[src/common/spc_pkg.sv]
package spc_pkg;

    localparam int DATA_W = 8;
    localparam int NUM_CS = 4;
    localparam int CS_IDX_W = 2;
    localparam int DIV_W = 8;
    localparam int EDGE_W = 4;
    localparam int BIT_W = 3;

    // sixteen sck edges carry one character
    localparam logic [EDGE_W-1:0] LAST_EDGE = 4'hf;
    localparam logic [BIT_W-1:0] LAST_BIT = 3'h7;
    localparam logic [DIV_W-1:0] DIV_ONE = 8'h01;

    // reset values
    localparam logic TX_EMPTY_RST = 1'b1;
    localparam logic RX_READY_RST = 1'b0;
    localparam logic ENABLE_RST = 1'b0;
    localparam logic [DATA_W-1:0] DATA_RST = 8'h00;

    // per chip select configuration
    typedef struct packed {
        logic [DIV_W-1:0] baud_divider;
        logic clock_polarity;
        logic clock_phase;            // 1: capture on leading edge
        logic cs_hold_after_transfer;
    } spc_cs_cfg_s;

    // mode register fields
    typedef struct packed {
        logic master;
        logic mode_fault_disable;
        logic [CS_IDX_W-1:0] cs_index;
    } spc_mode_s;

    typedef enum logic [1:0] {
        SPC_IDLE = 2'b00,
        SPC_GLITCH = 2'b01,
        SPC_RUN = 2'b10
    } spc_state_e;

endpackage

[src/verilog/spc_baud_gen.sv]
`timescale 1ns/1ps
`default_nettype none
module spc_baud_gen (
    input wire logic CLK_I,                   // system clock
    input wire logic RST_N_I,                 // sync reset, active low
    input wire logic restart_i,               // hold counter at zero
    input wire logic [spc_pkg::DIV_W-1:0] div_i, // half period in cycles
    output logic tick_o                       // one-cycle half-period pulse
);
    import spc_pkg::*;

    logic [DIV_W-1:0] cnt_reg;
    logic [DIV_W-1:0] limit;

    // a divider of zero would stall sck, so it acts as one
    assign limit = (div_i == '0) ? '0 : div_i - DIV_ONE;

    // free count between restarts, pulse on wrap
    always_ff @(posedge CLK_I) begin
        if (!RST_N_I || restart_i) begin
            cnt_reg <= '0;
            tick_o <= 1'b0;
        end else if (cnt_reg >= limit) begin
            cnt_reg <= '0;
            tick_o <= 1'b1;
        end else begin
            cnt_reg <= cnt_reg + DIV_ONE;
            tick_o <= 1'b0;
        end
    end
endmodule // spc_baud_gen
`default_nettype wire

[src/verilog/spc_ctrl.sv]
`timescale 1ns/1ps
`default_nettype none
module spc_ctrl #(
    parameter int NCS = spc_pkg::NUM_CS       // number of chip selects
) (
    input wire logic CLK_I,                   // 100 MHz system clock
    input wire logic RST_N_I,                 // sync reset, active low
    input wire logic SW_RESET_I,              // software reset pulse
    input wire logic ENABLE_I,                // enable command pulse
    input wire logic DISABLE_I,               // disable command pulse
    input wire spc_pkg::spc_mode_s MODE_I,    // mode register
    input wire spc_pkg::spc_cs_cfg_s [NCS-1:0] CS_CFG_I, // per cs config
    input wire logic TX_WRITE_I,              // tx data write strobe
    input wire logic [spc_pkg::DATA_W-1:0] TX_DATA_I, // tx data
    input wire logic RX_READ_I,               // rx holding read strobe
    input wire logic MF_CLEAR_I,              // clear mode fault flag
    output logic [spc_pkg::DATA_W-1:0] RX_DATA_O, // rx holding register
    output logic TX_EMPTY_O,                  // tx empty flag
    output logic RX_READY_O,                  // rx ready flag
    output logic DMA_TX_REQ_O,                // dma channel request
    output logic MODE_FAULT_O,                // mode fault flag
    output logic ENABLED_O,                   // controller enabled
    input wire logic SCK_I,                   // sck pin in
    output logic SCK_O,                       // sck pin out
    output logic SCK_OE_O,                    // sck drive enable
    input wire logic MOSI_I,                  // mosi pin in
    output logic MOSI_O,                      // mosi pin out
    output logic MOSI_OE_O,                   // mosi drive enable
    input wire logic MISO_I,                  // miso pin in
    output logic MISO_O,                      // miso pin out
    output logic MISO_OE_O,                   // miso drive enable
    input wire logic NSS_I,                   // slave select / fault in
    output logic [NCS-1:0] CS_N_O             // chip selects, active low
);
    import spc_pkg::*;

    spc_state_e state_reg;
    logic [3:0] sync1_reg, sync2_reg, sync3_reg;
    logic en_reg, en_prev_reg, mf_reg;
    logic tx_empty_reg, rx_ready_reg;
    logic [DATA_W-1:0] tx_data_reg, rx_hold_reg, tx_shift_reg, rx_shift_reg;
    logic [EDGE_W-1:0] edge_cnt_reg;
    logic [BIT_W-1:0] bit_cnt_reg;
    logic [CS_IDX_W-1:0] cur_cs_reg, last_cs_reg;
    logic sck_reg, sck_oe_reg, mosi_oe_reg, miso_oe_reg;
    logic [NCS-1:0] cs_n_reg;
    logic srst, tick, nss_s, sck_s, mosi_s, miso_s;
    logic [CS_IDX_W-1:0] idx;
    spc_cs_cfg_s cfg;
    logic master_on, slave_on, start, glitch, block_start, mf_evt;
    logic edge_fire, lead, samp, shft, done_evt, load_evt, nss_fall;
    logic tx_accept, rx_bit;

    function automatic logic div_is_one(input logic [DIV_W-1:0] d);
        return d == DIV_ONE;
    endfunction

    function automatic logic [NCS-1:0] cs_onehot(input logic [CS_IDX_W-1:0] i);
        logic [NCS-1:0] v;
        v = '0;
        v[i] = 1'b1;
        return v;
    endfunction

    assign srst = !RST_N_I || SW_RESET_I;

    // pins cross into the clock domain; stage one feeds stage two only
    always_ff @(posedge CLK_I) begin
        if (!RST_N_I) begin
            sync1_reg <= 4'hf;
            sync2_reg <= 4'hf;
            sync3_reg <= 4'hf;
        end else begin
            sync1_reg <= {NSS_I, SCK_I, MOSI_I, MISO_I};
            sync2_reg <= sync1_reg;
            sync3_reg <= sync2_reg;
        end
    end
    assign {nss_s, sck_s, mosi_s, miso_s} = sync2_reg;

    // configuration of the chip select in use
    assign idx = (state_reg == SPC_IDLE) ? MODE_I.cs_index : cur_cs_reg;
    assign cfg = CS_CFG_I[idx];
    assign master_on = en_reg && MODE_I.master;
    assign slave_on = en_reg && !MODE_I.master;
    assign mf_evt = master_on && !MODE_I.mode_fault_disable && !nss_s;

    // holding cs0 needs nss kept high, which the fault check never sees
    assign block_start = CS_CFG_I[0].cs_hold_after_transfer &&
                         !MODE_I.mode_fault_disable;
    assign start = master_on && !tx_empty_reg && !block_start &&
                   !mf_evt && (state_reg == SPC_IDLE);
    // switching between a divide-by-one cs and another one misfires when the new cs has polarity 1 and phase 0
    assign glitch = (MODE_I.cs_index != last_cs_reg) &&
                    (div_is_one(CS_CFG_I[last_cs_reg].baud_divider) !=
                     div_is_one(cfg.baud_divider)) &&
                    cfg.clock_polarity && !cfg.clock_phase;

    // edge decode shared by master and slave
    assign nss_fall = slave_on && sync3_reg[3] && !nss_s;
    assign edge_fire = MODE_I.master ? (state_reg == SPC_RUN && tick) :
                       (slave_on && !nss_s && (sck_s != sync3_reg[2]));
    assign lead = MODE_I.master ? !edge_cnt_reg[0] :
                  (sck_s != cfg.clock_polarity);
    assign samp = edge_fire && (lead == cfg.clock_phase);
    assign shft = edge_fire && (lead != cfg.clock_phase) &&
                  (edge_cnt_reg != '0);
    assign done_evt = samp && (bit_cnt_reg == LAST_BIT);
    assign rx_bit = MODE_I.master ? miso_s : mosi_s;
    // an empty holding register at a slave byte boundary leaves the
    // old shifter contents going out, and nothing flags it
    assign load_evt = start ||
                      ((nss_fall || (slave_on && done_evt)) &&
                       !tx_empty_reg);
    assign tx_accept = TX_WRITE_I && en_reg;

    spc_baud_gen u_baud (
        .CLK_I(CLK_I),
        .RST_N_I(RST_N_I),
        .restart_i(state_reg == SPC_IDLE),
        .div_i(cfg.baud_divider),
        .tick_o(tick)
    );

    // enable state; slave mode ignores the disable command
    always_ff @(posedge CLK_I) begin
        if (srst) begin
            en_reg <= ENABLE_RST;
            en_prev_reg <= ENABLE_RST;
        end else begin
            en_prev_reg <= en_reg;
            if (mf_evt) begin
                en_reg <= 1'b0;
            end else if (DISABLE_I && MODE_I.master) begin
                en_reg <= 1'b0;
            end else if (ENABLE_I) begin
                en_reg <= 1'b1;
            end
        end
    end

    // mode fault flag, a new fault beats the clear
    always_ff @(posedge CLK_I) begin
        if (srst) begin
            mf_reg <= 1'b0;
        end else if (mf_evt) begin
            mf_reg <= 1'b1;
        end else if (MF_CLEAR_I) begin
            mf_reg <= 1'b0;
        end
    end

    // tx holding register; the flag is not touched by disable, so the
    // dma keeps writing into a register that drops every word
    always_ff @(posedge CLK_I) begin
        if (srst) begin
            tx_empty_reg <= TX_EMPTY_RST;
            tx_data_reg <= DATA_RST;
        end else if (tx_accept) begin
            tx_data_reg <= TX_DATA_I;
            tx_empty_reg <= 1'b0;
        end else if (load_evt) begin
            tx_empty_reg <= 1'b1;
        end
    end

    // rx holding register; enabling a slave raises a spurious ready
    always_ff @(posedge CLK_I) begin
        if (srst) begin
            rx_ready_reg <= RX_READY_RST;
            rx_hold_reg <= DATA_RST;
        end else if (done_evt) begin
            rx_hold_reg <= {rx_shift_reg[DATA_W-2:0], rx_bit};
            rx_ready_reg <= 1'b1;
        end else if (slave_on && !en_prev_reg) begin
            rx_ready_reg <= 1'b1;
        end else if (RX_READ_I) begin
            rx_ready_reg <= 1'b0;
        end
    end

    // shifter, counters, sck and chip selects
    always_ff @(posedge CLK_I) begin
        if (srst) begin
            state_reg <= SPC_IDLE;
            sck_reg <= 1'b0;
            edge_cnt_reg <= '0;
            bit_cnt_reg <= '0;
            tx_shift_reg <= DATA_RST;
            rx_shift_reg <= DATA_RST;
            cur_cs_reg <= '0;
            last_cs_reg <= '0;
            cs_n_reg <= '1;
        end else begin
            if (samp) begin
                rx_shift_reg <= {rx_shift_reg[DATA_W-2:0], rx_bit};
                bit_cnt_reg <= bit_cnt_reg + 3'h1;
            end
            if (load_evt) begin
                tx_shift_reg <= tx_data_reg;
            end else if (shft) begin
                tx_shift_reg <= {tx_shift_reg[DATA_W-2:0], 1'b0};
            end
            if (edge_fire) begin
                edge_cnt_reg <= edge_cnt_reg + 4'h1;
            end
            if (!MODE_I.master) begin
                sck_reg <= cfg.clock_polarity;
                state_reg <= SPC_IDLE;
                cs_n_reg <= '1;
                if (nss_s || !en_reg || done_evt) begin
                    edge_cnt_reg <= '0;
                end
                if (nss_s || !en_reg) begin
                    bit_cnt_reg <= '0;
                end
            end else if (!en_reg || mf_evt) begin
                state_reg <= SPC_IDLE;
                sck_reg <= cfg.clock_polarity;
                cs_n_reg <= '1;
            end else begin
                unique case (state_reg)
                    SPC_IDLE: begin
                        sck_reg <= cfg.clock_polarity;
                        edge_cnt_reg <= '0;
                        bit_cnt_reg <= '0;
                        if (start) begin
                            cur_cs_reg <= MODE_I.cs_index;
                            last_cs_reg <= MODE_I.cs_index;
                            cs_n_reg <= ~cs_onehot(MODE_I.cs_index);
                            if (glitch) begin
                                sck_reg <= !cfg.clock_polarity;
                                state_reg <= SPC_GLITCH;
                            end else begin
                                state_reg <= SPC_RUN;
                            end
                        end
                    end
                    SPC_GLITCH: begin
                        if (tick) begin
                            sck_reg <= cfg.clock_polarity;
                            state_reg <= SPC_RUN;
                        end
                    end
                    SPC_RUN: begin
                        if (tick) begin
                            sck_reg <= !sck_reg;
                        end
                        if (tick && edge_cnt_reg == LAST_EDGE) begin
                            state_reg <= SPC_IDLE;
                            if (!cfg.cs_hold_after_transfer) begin
                                cs_n_reg <= '1;
                            end
                        end
                    end
                    default: begin
                        state_reg <= SPC_IDLE;
                    end
                endcase
            end
        end
    end

    // drive enables follow the role, registered with the pins
    always_ff @(posedge CLK_I) begin
        if (srst) begin
            sck_oe_reg <= 1'b0;
            mosi_oe_reg <= 1'b0;
            miso_oe_reg <= 1'b0;
        end else begin
            sck_oe_reg <= master_on;
            mosi_oe_reg <= master_on;
            miso_oe_reg <= slave_on && !nss_s;
        end
    end

    assign RX_DATA_O = rx_hold_reg;
    assign TX_EMPTY_O = tx_empty_reg;
    assign RX_READY_O = rx_ready_reg;
    assign DMA_TX_REQ_O = tx_empty_reg;
    assign MODE_FAULT_O = mf_reg;
    assign ENABLED_O = en_reg;
    assign SCK_O = sck_reg;
    assign SCK_OE_O = sck_oe_reg;
    assign MOSI_O = tx_shift_reg[DATA_W-1];
    assign MOSI_OE_O = mosi_oe_reg;
    assign MISO_O = tx_shift_reg[DATA_W-1];
    assign MISO_OE_O = miso_oe_reg;
    assign CS_N_O = cs_n_reg;
endmodule // spc_ctrl
`default_nettype wire

[config.mk]
export PLATFORM = sky130hd
export DESIGN_NAME = spc_ctrl
export DESIGN_NICKNAME = d
export VERILOG_FILES = /design/src/common/spc_pkg.sv /design/src/verilog/spc_baud_gen.sv /design/src/verilog/spc_ctrl.sv
export SDC_FILE = /design/constraint.sdc
export NUM_CORES = 1
export LEC_CHECK = 0
export ABC_AREA = 0
export BUFFER_PORTS_ARGS = -buffer_cell sky130_fd_sc_hd__buf_2
export CORE_MARGIN = 1
export CORE_UTILIZATION = 50
export CTS_BUF_LIST = sky130_fd_sc_hd__clkbuf_4 sky130_fd_sc_hd__clkbuf_8 sky130_fd_sc_hd__clkbuf_16
export CTS_CLUSTER_DIAMETER = 80
export DETAILED_ROUTE_END_ITERATION = 8
export GPL_TIMING_DRIVEN = 1
export PLACE_DENSITY = 0.75
export SYNTH_ARGS = -nofsm -noshare
export SYNTH_HDL_FRONTEND = slang
export SYNTH_SLANG_ARGS = --single-unit
[constraint.sdc]
create_clock -name CLK_I -period 6.36 [get_ports CLK_I]
set_input_delay 0.636 -clock CLK_I [delete_from_list [all_inputs] [get_ports CLK_I]]
set_output_delay 0.636 -clock CLK_I [all_outputs]
set_load 0.01 [all_outputs]
==> results summary <==
STA puts the critical path data required time at 6.59 ns. The most used flip-flop cell after synthesis is sky130_fd_sc_hd__dfxtp_1. The clock sink count came out at 73. The global-route congestion overflow total came out at 0. The most frequent standard cell in the layout excluding fill and tap cells is sky130_fd_sc_hd__buf_2.

The number of top-level design ports is 91. The horizontal die dimension came out at 93.5 um. The worst endpoint data arrival time is 5.11 ns. The number of buffers inserted for hold repair after clock tree synthesis came out at 0.

The root cell of the clock tree is sky130_fd_sc_hd__clkbuf_8. The critical path is of the flip-flop to flip-flop type. The type of the worst min-delay path is flip-flop to flip-flop. The critical path starts at state_reg[1]. Hold is met by 0.427 ns.

The combined area of all synthesized cells is 4190 um2. Summing internal, switching and leakage power gives 0.944 mW. The end of the worst register-to-register path is u_baud.cnt_reg[7]. The worst max-slew margin expressed relative to the limit is 43.1%. Max-cap violations in this run came to 0.

The number of hold violations in the final report came out at 0. The final cycle utilization of the critical path came out at 76.7%. The post-route antenna net violation count came out at 0. The post-route setup TNS is 0 ns.

The startpoint identified for the worst register-to-register timing path is state_reg[1]. Summed over all cells, the static leakage comes to 2.07 nW. The number of max-slew violations in the final report came out at 0. The number of antenna violations at the first check in global routing is 0. The global routing usage summed across all routing layers is 24.0%.

The number of standard-cell rows in the floorplan came out at 33. At the end of routability-driven placement, the weighted congestion stood at 0.959. The worst setup path is launched from a flip-flop. The number of global-route vias before repair came out at 3535. The die footprint is 8750 um2. The count of H-tree levels built during CTS came out at 3. Static timing analysis puts the maximum clock frequency at 0.205 GHz.

The run finished with clean final reports. The portion of the post-synthesis area used by sequential elements came out at 34.9%. After detailed placement, the total cell area comes to 4660 um2.

The total setup buffers inserted after CTS came out at 0. Counting flops and latches in the post-synthesis netlist gives 73. A synthesized cell averages 9.09 um2. Of all flip-flops after synthesis, the portion carrying an async set or reset was 0%. The post-synthesis net count is 547. At the later pin of the worst-skew pair, clock insertion delay measures 0.36 ns. The number of buffers added on ports is 90. The number of antenna diodes in the final layout is 0. In this run the register-to-register setup slack is 1.48 ns. Entering global routing, the biggest net connects 27 pins. Of the post-synthesis cell area, the dominant cell type holds 34.9%. The post-layout minimum cycle time came out at 4.88 ns. The gate count of the mapped netlist is 461. The clock transition at the registers of the reported paths is 0.09 ns. Detailed placement ended at an HPWL of 7.54 mm. The area overhead of the layout relative to synthesis came out at 15.8%.

The total detailed-routing wirelength is 9.90 mm. By area the synthesized netlist is led by sky130_fd_sc_hd__dfxtp_1 (35%), sky130_fd_sc_hd__mux2i_1 (9.6%), sky130_fd_sc_hd__mux4_2 (5.9%). The TritonCTS buffer count is 9. TritonCTS built the clock tree.

The vertical die dimension came out at 93.5 um. The first global-routing pass estimated 16.3 mm of wire. The number of flops mapped to enable cells by yosys is 0. In this run the deepest clock path goes through 2 buffers. The area of all placed cells without fillers came out at 4850 um2. The net count of the finished layout is 626.

The critical-path maximum fanout is 10. Of all cell types, the one taking the most synthesized area is sky130_fd_sc_hd__dfxtp_1. The average vias per placed instance is 5.67.

The critical path ends at u_baud.cnt_reg[7]. The worst voltage drop across the vdd grid came out at 0.176 mV. After detailed routing, the number of remaining DRC violations is 0. The floorplan core area is 8180 um2. Setup repair after global routing left no endpoint under its margin. The average wire length per cell after detail routing is 15.2 um.

For this design the ratio of total power to cell area is 195 nW/um2. The effective utilization at floorplan came out at 51.2%. Setup violations remaining at the end of the flow were counted as 0.

STA classifies the critical path endpoint as a flip-flop. The pre-antenna-repair detailed-routing pass consisted of 5 iterations. The number of DRC violations after detailed-routing iteration 0 is 258. For the final database, setup skew stands at 0.00956 ns.

The count of filler cells inserted in the layout is 726. The number of vias in the routed layout is 3685. The library cells used most frequently in the layout, excluding fill and tap cells, are sky130_fd_sc_hd__buf_2 (90), sky130_fd_sc_hd__dfxtp_1 (73), sky130_fd_sc_hd__nand2_1 (51). The worst-margin pin slew is 0.846 ns.

The synthesized netlist contains 53 unique library cells. The worst reg2reg path depth came out at 17. For this run, the number of Yosys warnings is 0. The number of cells upsized or downsized after cts came out at 0. The post-route netlist has 23.9% of its cells at a drive strength greater than 1.
area by class of cell:
class,instances,area (um2),area share [%]
Multi-Input combinational cell,351,2550,52.6
Sequential cell,73,1460,30.1
Timing Repair Buffer,93,473,9.75
Clock buffer,10,138,2.84
Tap cell,105,131,2.71
Clock inverter,6,50.0,1.03
Inverter,12,45.0,0.928
cell usage after synthesis (3+ instances only):
cell                        count
sky130_fd_sc_hd__a211oi_1       5
sky130_fd_sc_hd__nor2b_1       12
sky130_fd_sc_hd__mux4_2        11
sky130_fd_sc_hd__nand2b_1      18
sky130_fd_sc_hd__and3_1         4
sky130_fd_sc_hd__nand2_1       51
sky130_fd_sc_hd__nand4_1        6
sky130_fd_sc_hd__o21ai_0       19
sky130_fd_sc_hd__o211ai_1       3
sky130_fd_sc_hd__xnor2_1        7
sky130_fd_sc_hd__buf_2          4
sky130_fd_sc_hd__and2_1         3
sky130_fd_sc_hd__mux2_2         3
sky130_fd_sc_hd__nand3_1       13
sky130_fd_sc_hd__a21o_1         8
sky130_fd_sc_hd__nor2_1        39
sky130_fd_sc_hd__nor4b_1        6
sky130_fd_sc_hd__a2111oi_0      9
sky130_fd_sc_hd__a31oi_1        3
sky130_fd_sc_hd__nor3_1         7
sky130_fd_sc_hd__a21oi_1       28
sky130_fd_sc_hd__mux2i_1       40
sky130_fd_sc_hd__ha_1          18
sky130_fd_sc_hd__inv_1         12
sky130_fd_sc_hd__clkbuf_1      14
sky130_fd_sc_hd__dfxtp_1       73
sky130_fd_sc_hd__buf_4          4
sky130_fd_sc_hd__xor2_1         8
critical path: stages, from the launching register on:
cell and delay, ns:
sky130_fd_sc_hd__dfxtp_1 0.32, sky130_fd_sc_hd__inv_1 0.10, sky130_fd_sc_hd__ha_1 0.49, sky130_fd_sc_hd__mux2i_4 0.56, sky130_fd_sc_hd__mux4_2 0.60, sky130_fd_sc_hd__inv_1 0.08, sky130_fd_sc_hd__ha_1 0.14, sky130_fd_sc_hd__nor2b_1 0.20
sky130_fd_sc_hd__and3_1 0.26, sky130_fd_sc_hd__nor2_1 0.06, sky130_fd_sc_hd__ha_1 0.26, sky130_fd_sc_hd__nand2b_1 0.14, sky130_fd_sc_hd__a21o_1 0.17, sky130_fd_sc_hd__a21o_1 0.16, sky130_fd_sc_hd__a21o_1 0.16, sky130_fd_sc_hd__a21o_1 0.18
sky130_fd_sc_hd__a211o_1 0.39, sky130_fd_sc_hd__a2111oi_0 0.46
logic make-up after synthesis:
logic type	Yosys count	synth area share [%]
AND/OR/NAND/NOR	172	20.7
multiplexers	56	17.4
adder cells (fa/ha/maj)	18	5.38
flip-flops	73	34.9
AO/OA/AOI/OAI	89	13.7
buffers and inverters	37	4.15
XOR/XNOR	16	3.79
power by group:
part	switching, mW	total (mW)	internal, mW
combinational	0.0675	0.128	0.0600
sequential	0.00378	0.465	0.461
clock	0.194	0.352	0.158
total	0.265	0.944	0.679
worst min-delay path by stage:
stage,cells past startpoint,endpoint,startpoint
floorplan,1,sync2_reg[0],sync1_reg[0]
global placement,1,sync2_reg[3],sync1_reg[3]
detailed placement,1,sync2_reg[3],sync1_reg[3]
CTS,1,sync2_reg[3],sync1_reg[3]
global route,1,sync2_reg[3],sync1_reg[3]
finish,1,sync2_reg[3],sync1_reg[3]
layer usage:
layer	vias to the layer above	routed length, um	global-route usage, %
met4	0	203	10.5
li1	1815	-	-
met3	21	640	5.53
met5	-	0	0
met2	135	4690	39.0
met1	1714	4360	30.3
per-stage QoR:
step / worst slack [ns] / utilization (%) / std cells
2_1_floorplan: 1.77 / - / 461
3_3_place_gp: 1.76 / 57.1 / 634
3_5_place_dp: 1.43 / 57.1 / 634
4_1_cts: 1.43 / 59.4 / 650
5_1_grt: 1.19 / 59.4 / 650
6_report: 1.48 / 59.4 / 650
Note: power is estimated with default switching activity, not from simulation.
